==> src/eag_pkg.sv <==
// Package with modes, field positions and widths for the address generator
package eag_pkg;

  // Data and address widths
  localparam int DW = 8;
  localparam int AW = 16;

  // Addressing modes, one-hot
  typedef enum logic [10:0] {
    EAG_ACC = 11'h001,
    EAG_IMM = 11'h002,
    EAG_ABS = 11'h004,
    EAG_ZPG = 11'h008,
    EAG_ZPI = 11'h010,
    EAG_ABI = 11'h020,
    EAG_IMP = 11'h040,
    EAG_REL = 11'h080,
    EAG_IDX = 11'h100,
    EAG_IDY = 11'h200,
    EAG_IND = 11'h400
  } eag_mode_t;

  // Sequencer states, one-hot
  typedef enum logic [4:0] {
    EAG_S_IDLE = 5'h01,
    EAG_S_PLO  = 5'h02,
    EAG_S_PHI  = 5'h04,
    EAG_S_DONE = 5'h08,
    EAG_S_WAIT = 5'h10
  } eag_state_t;

  // Constant fields
  localparam logic [7:0]  EAG_ZERO_PAGE = 8'h00;
  localparam logic [15:0] EAG_ADDR_RST  = 16'h0000;
  localparam logic [7:0]  EAG_BYTE_RST  = 8'h00;
  localparam int          EAG_SIGN_BIT  = 7;

endpackage : eag_pkg

==> src/eag_mem_if.sv <==
// Interface carrying adder operands and the sum between the generator and its adder
`timescale 1ns/1ps
interface eag_mem_if;
  logic [7:0]  base_lo;   // Low base byte
  logic [7:0]  base_hi;   // High base byte
  logic [7:0]  index;     // Index added to low byte
  logic        zp_wrap;   // Keep result in page zero
  logic [15:0] sum;       // Result address
  modport gen (output base_lo, base_hi, index, zp_wrap, input sum);
  modport add (input base_lo, base_hi, index, zp_wrap, output sum);
endinterface : eag_mem_if

==> src/eag_adder.sv <==
// Sixteen-bit address adder with optional page-zero wrap
`timescale 1ns/1ps
module eag_adder
  import eag_pkg::*;
(
  eag_mem_if.add m
);
  logic [8:0] lo_sum;  // Low byte with carry

  // Low byte add, carry kept for the high byte
  always_comb begin
    lo_sum = {1'b0, m.base_lo} + {1'b0, m.index};
  end

  // Page-zero modes drop the carry; others carry and wrap mod 65536
  always_comb begin
    if (m.zp_wrap) begin
      m.sum = {EAG_ZERO_PAGE, lo_sum[7:0]};
    end else begin
      m.sum = {m.base_hi + {7'h00, lo_sum[8]}, lo_sum[7:0]};
    end
  end
endmodule : eag_adder

==> src/eag_top.sv <==
// Effective-address generator for an 8-bit CPU core
// Operation
// - Accumulator mode: one byte, no memory operand
// - Immediate: operand is second byte, no fetch
// - Absolute: byte two low, byte three high
// - Zero page: one address byte, high zero
// - Zero page indexed: no carry, stays page zero
// - Absolute indexed: add index to 16-bit base
// - Implied: no address bytes fetched
// - Relative only for conditional branches
// - Signed offset added to next-instruction counter
// - Pre-indexed: byte plus X, pointer in page zero
// - Both pre-indexed pointer bytes in page zero
// - Post-indexed: pointer plus Y, carry into high
// - Indirect: read pointer pair, load counter
`timescale 1ns/1ps
module eag_top
  import eag_pkg::*;
(
  // Clock and reset
  input  wire logic        I_CLOCK,
  input  wire logic        I_NRST,
  // Instruction request
  input  wire logic        I_START,
  input  wire eag_mode_t   I_MODE,
  input  wire logic        I_USE_Y,
  input  wire logic [7:0]  I_BYTE2,
  input  wire logic [7:0]  I_BYTE3,
  input  wire logic [7:0]  I_X,
  input  wire logic [7:0]  I_Y,
  input  wire logic [15:0] I_PC_NEXT,
  // Memory read port for pointers
  output logic             O_RD,
  output logic [15:0]      O_RD_ADDR,
  input  wire logic        I_RD_VALID,
  input  wire logic [7:0]  I_RD_DATA,
  // Result
  output logic             O_DONE,
  output logic [15:0]      O_EA,
  output logic             O_EA_VALID,
  output logic             O_USE_ACC,
  output logic             O_USE_IMM,
  output logic [7:0]       O_IMM,
  output logic             O_LOAD_PC,
  output logic             O_BUSY
);

  ////////////////////////////////////////////////////////////////////////
  // Declarations
  eag_state_t  state_r, state_nxt;   // Sequencer state
  eag_mode_t   mode_r;               // Latched mode
  logic [7:0]  b2_r, b3_r;           // Latched instruction bytes
  logic [7:0]  idx_r;                // Latched index
  logic [15:0] pc_r;                 // Counter at next instruction
  logic [15:0] ptr_r;                // Pointer address
  logic [7:0]  plo_r;                // Low pointer data
  logic [15:0] ea_r;                 // Result address
  logic        ea_valid_r, acc_r, imm_r, ldpc_r, done_r;
  logic [15:0] ea_comb;              // Direct result
  logic        needs_ptr;            // Mode reads a pointer pair
  eag_mem_if   m ();                 // Adder link

  eag_adder u_add (.m(m));

  // Next pointer byte: page-zero pointers wrap within page zero
  function automatic logic [15:0] ptr_next(input logic [15:0] p, input logic zp);
    if (zp) ptr_next = {EAG_ZERO_PAGE, p[7:0] + 8'h01};
    else    ptr_next = p + 16'h0001;
  endfunction : ptr_next

  ////////////////////////////////////////////////////////////////////////
  // Adder operand selection
  always_comb begin
    m.base_lo = b2_r;
    m.base_hi = b3_r;
    m.index   = idx_r;
    m.zp_wrap = 1'b0;
    case (mode_r)
      EAG_ZPI: m.zp_wrap = 1'b1;
      EAG_IDX: m.zp_wrap = 1'b1;
      EAG_IDY: begin
        m.base_lo = plo_r;
        m.base_hi = I_RD_DATA;
        m.index   = idx_r;
      end
      EAG_REL: begin
        // Sign-extend offset onto counter; carry wraps 16 bits
        m.base_lo = pc_r[7:0];
        m.base_hi = pc_r[15:8] + {8{b2_r[EAG_SIGN_BIT]}};
        m.index   = b2_r;
      end
      default: ;
    endcase
  end

  // Result for modes needing no pointer read
  always_comb begin
    case (mode_r)
      EAG_ABS: ea_comb = {b3_r, b2_r};
      EAG_ZPG: ea_comb = {EAG_ZERO_PAGE, b2_r};
      EAG_ZPI, EAG_ABI, EAG_REL: ea_comb = m.sum;
      default: ea_comb = EAG_ADDR_RST;
    endcase
  end

  assign needs_ptr = (mode_r == EAG_IDX) || (mode_r == EAG_IDY) || (mode_r == EAG_IND);

  ////////////////////////////////////////////////////////////////////////
  // Sequencer
  always_comb begin
    state_nxt = state_r;
    case (state_r)
      EAG_S_IDLE: if (I_START) state_nxt = EAG_S_WAIT;
      EAG_S_WAIT: state_nxt = needs_ptr ? EAG_S_PLO : EAG_S_DONE;
      EAG_S_PLO:  if (I_RD_VALID) state_nxt = EAG_S_PHI;
      EAG_S_PHI:  if (I_RD_VALID) state_nxt = EAG_S_DONE;
      EAG_S_DONE: state_nxt = EAG_S_IDLE;
      default:    state_nxt = EAG_S_IDLE;
    endcase
  end

  always_ff @(posedge I_CLOCK or negedge I_NRST) begin
    if (!I_NRST) state_r <= EAG_S_IDLE;
    else         state_r <= state_nxt;
  end

  // Capture the instruction on start
  always_ff @(posedge I_CLOCK or negedge I_NRST) begin
    if (!I_NRST) begin
      mode_r <= EAG_IMP;
      b2_r   <= EAG_BYTE_RST;
      b3_r   <= EAG_BYTE_RST;
      idx_r  <= EAG_BYTE_RST;
      pc_r   <= EAG_ADDR_RST;
    end else if (state_r == EAG_S_IDLE && I_START) begin
      mode_r <= I_MODE;
      b2_r   <= I_BYTE2;
      b3_r   <= I_BYTE3;
      // X for pre-indexed, Y for post-indexed, else the chosen index
      idx_r  <= (I_MODE == EAG_IDY || (I_USE_Y && I_MODE != EAG_IDX)) ? I_Y : I_X;
      pc_r   <= I_PC_NEXT;
    end
  end

  // Pointer address and low pointer byte
  always_ff @(posedge I_CLOCK or negedge I_NRST) begin
    if (!I_NRST) begin
      ptr_r <= EAG_ADDR_RST;
      plo_r <= EAG_BYTE_RST;
    end else if (state_r == EAG_S_WAIT) begin
      case (mode_r)
        EAG_IDX: ptr_r <= m.sum;
        EAG_IDY: ptr_r <= {EAG_ZERO_PAGE, b2_r};
        default: ptr_r <= {b3_r, b2_r};
      endcase
    end else if (state_r == EAG_S_PLO && I_RD_VALID) begin
      plo_r <= I_RD_DATA;
      ptr_r <= ptr_next(ptr_r, mode_r != EAG_IND);
    end
  end

  // Result registers; pure operand modes give no address
  always_ff @(posedge I_CLOCK or negedge I_NRST) begin
    if (!I_NRST) begin
      ea_r       <= EAG_ADDR_RST;
      ea_valid_r <= 1'b0;
      acc_r      <= 1'b0;
      imm_r      <= 1'b0;
      ldpc_r     <= 1'b0;
      done_r     <= 1'b0;
    end else begin
      done_r <= 1'b0;
      if (state_r == EAG_S_WAIT && !needs_ptr) begin
        done_r     <= 1'b1;
        ea_r       <= ea_comb;
        ea_valid_r <= (mode_r == EAG_ABS) || (mode_r == EAG_ZPG) || (mode_r == EAG_ZPI)
                   || (mode_r == EAG_ABI) || (mode_r == EAG_REL);
        acc_r      <= (mode_r == EAG_ACC);
        imm_r      <= (mode_r == EAG_IMM);
        ldpc_r     <= (mode_r == EAG_REL);
      end else if (state_r == EAG_S_PHI && I_RD_VALID) begin
        done_r     <= 1'b1;
        ea_valid_r <= 1'b1;
        acc_r      <= 1'b0;
        imm_r      <= 1'b0;
        ldpc_r     <= (mode_r == EAG_IND);
        if (mode_r == EAG_IDY) ea_r <= m.sum;
        else                   ea_r <= {I_RD_DATA, plo_r};
      end
    end
  end

  ////////////////////////////////////////////////////////////////////////
  // Outputs; implied mode fetches nothing and flags nothing
  assign O_RD       = (state_r == EAG_S_PLO) || (state_r == EAG_S_PHI);
  assign O_RD_ADDR  = ptr_r;
  assign O_DONE     = done_r;
  assign O_EA       = ea_r;
  assign O_EA_VALID = ea_valid_r;
  assign O_USE_ACC  = acc_r;
  assign O_USE_IMM  = imm_r;
  assign O_IMM      = b2_r;
  assign O_LOAD_PC  = ldpc_r;
  assign O_BUSY     = (state_r != EAG_S_IDLE);

endmodule : eag_top

==> config.mk <==
export PLATFORM = sky130hd
export DESIGN_NAME = eag_top
export DESIGN_NICKNAME = d
export VERILOG_FILES = /design/src/eag_pkg.sv /design/src/eag_mem_if.sv /design/src/eag_adder.sv /design/src/eag_top.sv
export SDC_FILE = /design/constraint.sdc
export NUM_CORES = 1
export LEC_CHECK = 0
export BUFFER_PORTS_ARGS = -buffer_cell sky130_fd_sc_hd__buf_2
export CORE_UTILIZATION = 35
export DETAILED_ROUTE_END_ITERATION = 7
export SYNTH_ARGS = -nofsm -noshare
export SYNTH_HDL_FRONTEND = slang
export SYNTH_SLANG_ARGS = --single-unit
==> constraint.sdc <==
create_clock -name I_CLOCK -period 8.5 [get_ports I_CLOCK]
set_input_delay 0.85 -clock I_CLOCK [delete_from_list [all_inputs] [get_ports I_CLOCK]]
set_output_delay 0.85 -clock I_CLOCK [all_outputs]
set_load 0.01 [all_outputs]
# [Word level (Yosys, flattened, before mapping)]
# Index checks and enable logic that the tools add are counted.
[classes] n_addsub=5 eq_ne=21 n_mux=28 bitwise=1 reduce_logical=20
[op_table] operator="16-bit 2-to-1 mux" count=7
[op_table] operator="16-bit one-hot mux with 3 select lines" count=1
[op_table] operator="16-bit one-hot mux with 2 select lines" count=1
[op_table] operator="8-bit one-hot mux with 2 select lines" count=2
[op_table] operator="11-bit by 10-bit == test with 1-bit output, second input constant" count=2
[op_table] operator="5-bit one-hot mux with 4 select lines" count=1
[op_table] operator="16-bit by 1-bit adder with 16-bit output, second input constant" count=1
[op_table] operator="8-bit 2-to-1 mux" count=2
[op_table] operator="5-bit 2-to-1 mux" count=3
[op_table] operator="11-bit by 1-bit == test with 1-bit output, second input constant" count=1
[op_table] operator="11-bit == test, second input constant" count=1
[op_table] operator="11-bit by 2-bit == test with 1-bit output, second input constant" count=1
[op_table] operator="11-bit by 3-bit == test with 1-bit output, second input constant" count=1
[op_table] operator="11-bit by 4-bit == test with 1-bit output, second input constant" count=1
[op_table] operator="11-bit by 5-bit == test with 1-bit output, second input constant" count=1
[op_table] operator="11-bit by 6-bit == test with 1-bit output, second input constant" count=1
[op_table] operator="11-bit by 8-bit == test with 1-bit output, second input constant" count=1
[op_table] operator="11-bit by 9-bit == test with 1-bit output, second input constant" count=1
[op_table] operator="11-bit inequality test, second input constant" count=1
[op_table] operator="11-bit by 9-bit inequality test with 1-bit output, second input constant" count=1
[op_table] operator="1-bit 2-to-1 mux" count=10
[op_table] operator="8-bit by 8-bit adder with 9-bit output" count=1
[op_table] operator="8-bit by 1-bit adder with 8-bit output" count=1
[op_table] operator="8-bit by 1-bit adder with 8-bit output, second input constant" count=1
[op_table] operator="17 further kinds" count=31
[word_totals] reg_bits=101 inputBits=72 out_inout_bits=47 elab_cells=89

# [Longest topological paths before layout]
[logic_depth] ltp_word=8 ltp_mapped=26 mapped_depth_nobuf=24

# [By module]
# From an unflattened synthesis, not the netlist that was laid out.
[hier_totals] cells_unflattened=703 hier_area_um2=6352.3
[by_module_without_submodules] module="eag_top" instances=1 cells_each=637 area_each_um2=5848.1 seq_area_each_um2=2529.9
[by_module_without_submodules] module="eag_adder" instances=1 cells_each=66 area_each_um2=504.2 seq_area_each_um2=0.0

# [Least setup slack after synthesis]
# OpenSTA, ideal clock, no wires.
[synth_timing] path_type="register to register" start="register mode_r[3]" end="register ea_r[10] (netlist: O_EA[10])" setup_time_ns=0.119 t_arrival_ns=4.253 t_required_ns=8.381 path_slack_ns=4.128 stages_incl_launch_ff=25 path_buffers=3 period_less_slack_ns=4.372 cell_sequence="dfrtp_1 buf_6 nor4_4 nand3_1 clkbuf_1 clkbuf_1 o31ai_1 a21oi_1 ha_1 inv_1 fa_1 nor2b_1 o21ai_0 a21boi_0 o21ai_0 nand2b_1 a21o_1 a21o_1 ha_1 ha_1 xor2_1 and3_1 a211oi_1 o22ai_1 o21a_1"
[synth_between] elab_chain_len=8 elab_cells_between_ends=26 classes_between="add/sub: 2; eq/ne: 8; mux: 9; reduce/logical: 7"
[synth_rtl] element="from (decl)" line="eag_top.sv:51" source="eag_mode_t mode_r;"
[synth_rtl] element="from (signal assigned)" line="eag_top.sv:130" source="mode_r <= EAG_IMP;"
[synth_rtl] element="from (signal assigned)" line="eag_top.sv:136" source="mode_r <= I_MODE;"
[synth_rtl] element="11-bit by 8-bit == test with 1-bit output / 11-bit by 10-bit == test with 1-bit output (equally long branches)"
[synth_rtl] element="8-bit one-hot mux with 2 select lines / 8-bit 2-to-1 mux (equally long branches)" line="eag_top.sv:78" source="case (mode_r)"
[synth_rtl] element="8-bit by 8-bit adder with 9-bit output" line="eag_adder.sv:12" source="lo_sum = {1'b0, m.base_lo} + {1'b0, m.index};"
[synth_rtl] element="8-bit by 1-bit adder with 8-bit output" line="eag_adder.sv:20" source="m.sum = {m.base_hi + {7'h00, lo_sum[8]}, lo_sum[7:0]};"
[synth_rtl] element="16-bit 2-to-1 mux" line="eag_adder.sv:17" source="if (m.zp_wrap) begin"
[synth_rtl] element="16-bit 2-to-1 mux" line="eag_top.sv:187" source="if (mode_r == EAG_IDY) ea_r <= m.sum;"
[synth_rtl] element="16-bit 2-to-1 mux" line="eag_top.sv:181" source="end else if (state_r == EAG_S_PHI && I_RD_VALID) begin"
[synth_rtl] element="16-bit 2-to-1 mux" line="eag_top.sv:173" source="if (state_r == EAG_S_WAIT && !needs_ptr) begin"
[synth_rtl] element="to (signal assigned)" line="eag_top.sv:175" source="ea_r <= ea_comb;"
[synth_rtl] element="to (signal assigned)" line="eag_top.sv:187"
[synth_rtl] element="to (signal assigned)" line="eag_top.sv:188" source="else ea_r <= {I_RD_DATA, plo_r};"
[synth_rtl] element="to (decl)" line="eag_top.sv:57" source="logic [15:0] ea_r;"
# Several ways; a longest one is shown, not always the timed one. The select of a mux whose other input is x is not followed.
# A chain may end at the register's enable or synchronous reset.

# [Final worst setup path]
# Same ends and word-level chain as after synthesis.

==> flow_summary.json <==
{
  "status": "finished clean",
  "cts_setup_buffers": 0,
  "cts-root-buf": "clkbuf_16",
  "synth-seq-cells": 101,
  "yosysWarnings": 0,
  "startpoint_type": "flip-flop",
  "worstPathMaxFanout": 20,
  "post-dp-hpwl_um": 13600,
  "synth-async-reset-ratio_pct": 100,
  "drt.antenna.violating_nets": 0,
  "nNetsFinal": 939,
  "yosysSeqAreaShare_pct": 40.2,
  "start_util_pct": 36.1,
  "hold_viol_final": 0,
  "worst_clock_skew_ns": 0.0115,
  "cts_resized": 0,
  "ir_drop_mv": 0.156,
  "dieArea_um2": 18500,
  "grt_pass1_vias": 5428,
  "insertion_delay_ns": 0.37,
  "synth_adder_area_share_pct": 4.21,
  "avgViaCountPerCell": 5.35,
  "max-slew-margin-rel_pct": 25.1,
  "die_y_um": 136,
  "synth_xor_area_share_pct": 3.20,
  "synth_compound_area_share_pct": 20.1,
  "total_leakage_power_nw": 3.55,
  "clock_sinks": 101,
  "max-clock-path-buffers": 2,
  "synthCells": 754,
  "final-setup-viol-count": 0,
  "power.density_nw_per_um2": 354,
  "grt_overflow": 0,
  "grt_pass1_wl_um": 29400,
  "tightest_slew_ns": 1.12,
  "synthMuxAreaShare_pct": 4.95,
  "htree_num_levels": 3,
  "rsz0062_at_grt": "no",
  "cts_tree": "built",
  "num_io_pins": 119,
  "clk_pin_slew_ns": 0.08,
  "num-fill-cells": 1805,
  "area_growth_pct": 17.0,
  "die_w_um": 136,
  "drive_above_1_share_pct": 19.6,
  "endpoint_kind": "flip-flop",
  "synthFlopType": "dfrtp_1",
  "antenna_found_initial": 0,
  "fin_crit_sh_pct": 59.8,
  "drv_cap": 0,
  "num_rows": 48,
  "finalCriticalPeriod_ns": 5.08,
  "hold_class": "flip-flop to flip-flop",
  "portBuffers": 118,
  "arrival_ns": 5.34,
  "postPlaceCellArea_um2": 7040,
  "vias": 5762,
  "stdcell_area_um2": 7370,
  "netlist_top_cells_area": "dfrtp_1 39%, nand2_1 10%, a21oi_1 4.1%, o21ai_0 3.9%, ha_1 3.6%",
  "setup_tns_ns": 0,
  "drc": 0,
  "maxSlewViolCount": 0,
  "synth_top_family_by_area": "simple AND/OR/NAND/NOR gates",
  "wl_um": 18400,
  "core-area_um2": 17400,
  "whs_ns": 0.484,
  "grt_max_degree": 62,
  "gp_congestion": 0.876,
  "track_usage_pct": 20.9,
  "yosysTopAreaCell": "dfrtp_1",
  "hold_buffers": 0,
  "setup.worst_path.class": "flip-flop to flip-flop",
  "diodes": 0,
  "ys_types": 69,
  "drtIter0Drc": 448,
  "routedWlPerCell_um": 17.1,
  "synthSimpleGateAreaFrac_pct": 23.8,
  "fmax_mhz": 197,
  "syn_area_per_cell_um2": 8.35,
  "cp.required_ns": 8.76,
  "p_total_mw": 2.61,
  "synth_fp_nets": 846,
  "synth_area_um2": 6300,
  "cts_buffers": 9,
  "synth_top_area_share_pct": 39.3,
  "first_pass_iters": 5,
  "synth_edf_count": 0
}
-- registers in the layout (all words and copies together), names as in the netlist --
register,count
O_DONE,1
O_EA_VALID,1
O_IMM,8
idx_r,8
O_RD_ADDR,16
O_LOAD_PC,1
O_USE_ACC,1
state_r,5
O_USE_IMM,1
pc_r,16
O_EA,16
mode_r,11
b3_r,8
plo_r,8
-- synth_stat cells (all sizes together) (4+ instances only) --
| cell type | n |
|---|---|
| a22oi | 10 |
| o211ai | 7 |
| and3 | 13 |
| or3 | 7 |
| nand2 | 177 |
| clkbuf | 32 |
| xor2 | 12 |
| nor2b | 7 |
| buf | 8 |
| a221oi | 4 |
| a21oi | 52 |
| inv | 15 |
| o21ai | 51 |
| xnor2 | 11 |
| nor3 | 12 |
| o21a | 6 |
| nand4 | 5 |
| o31ai | 10 |
| mux2 | 17 |
| nor2 | 58 |
| nand3 | 10 |
| a21o | 6 |
| ha | 18 |
| nor4 | 9 |
| a31oi | 4 |
| o22ai | 13 |
| dfrtp | 99 |
| nand2b | 10 |
| nor3b | 6 |
| mux2i | 12 |
| a211oi | 8 |
-- routing by layer --
metal	vias up	GRT usage (%)	wire length [um]
li1	2851	-	-
met1	2680	29.7	8670
met2	208	31.4	8150
met3	23	4.47	1190
met4	0	6.48	357
met5	-	0	0
-- per-stage QoR --
stage | std cells | setup slack, ns | utilization, %
floorplan | 754 | 4.13 | -
global placement | 1061 | 3.52 | 40.4
detailed placement | 1061 | 3.44 | 40.4
CTS | 1077 | 3.43 | 42.3
global route | 1077 | 2.90 | 42.3
finish | 1077 | 3.42 | 42.3
-- report_power, final --
group	internal, mW	leakage [nW]	switching, mW
combinational	0.509	2.13	0.679
clock	0.275	0.156	0.188
sequential	0.683	1.26	0.274
total	1.47	3.55	1.14
-- placed cells by master (no fill, tap or decap), drive strengths merged, types with 8 or more instances in the layout --
master  count
and3       13
nand3      10
a21oi      52
inv        15
mux2i      12
xor2       12
buf       122
nor3       12
nand2     177
nor4        9
dfrtp      99
a22oi      10
nand2b     10
clkbuf     13
nor2       58
o22ai      13
xnor2      11
o21ai      51
mux2       17
a211oi      8
ha         18
o31ai      10
-- worst max-delay path, cell delays in order (launching register included) --
cell,delay (ns)
dfrtp_1,0.48
nor4_4,0.50
nand3_1,0.66
nor2_1,0.26
a21oi_1,0.09
o22ai_1,0.15
a21oi_1,0.07
ha_1,0.26
inv_1,0.07
fa_1,0.19
nor2b_1,0.05
o21ai_0,0.19
a21boi_0,0.14
o21ai_0,0.17
nand2b_1,0.11
a21o_1,0.18
a21o_1,0.19
ha_1,0.21
ha_1,0.20
xor2_1,0.17
and3_1,0.20
a211oi_1,0.20
o22ai_1,0.12
o21a_1,0.13
-- path summary, 6_finish.rpt --
path                       slack, ns       from            to  depth (start not counted)
hold / removal                  0.48   pc_r[12]      pc_r[12]                          2
hold reg to reg                 0.48   pc_r[12]      pc_r[12]                          2
setup / recovery                3.42  mode_r[3]      O_EA[10]                         23
min in group asynchronous       0.52     I_NRST  O_RD_ADDR[0]                          1
max in group asynchronous       6.87     I_NRST       pc_r[9]                          2
setup reg to reg                3.42  mode_r[3]      O_EA[10]                         23
-- cells by family (layout without fill, tap and decap cells) --
kind of cell | count (synthesis) | count (layout)
compound gates | 199 | 199
fa+ha+maj | 20 | 20
flops | 101 | 101
mux | 29 | 29
xor+xnor | 23 | 23
simple gates | 325 | 325
buf+inv | 57 | 155
-- cell type report --
cell class	count	area (um2)	share of cell area (%)
Timing Repair Buffer	122	623	8.46
Tap cell	225	282	3.82
Clock inverter	3	67.6	0.917
Inverter	17	63.8	0.866
Multi-Input combinational cell	596	3540	48.1
Sequential cell	101	2530	34.3
Clock buffer	13	260	3.53
(Power assumes the default switching activity.)
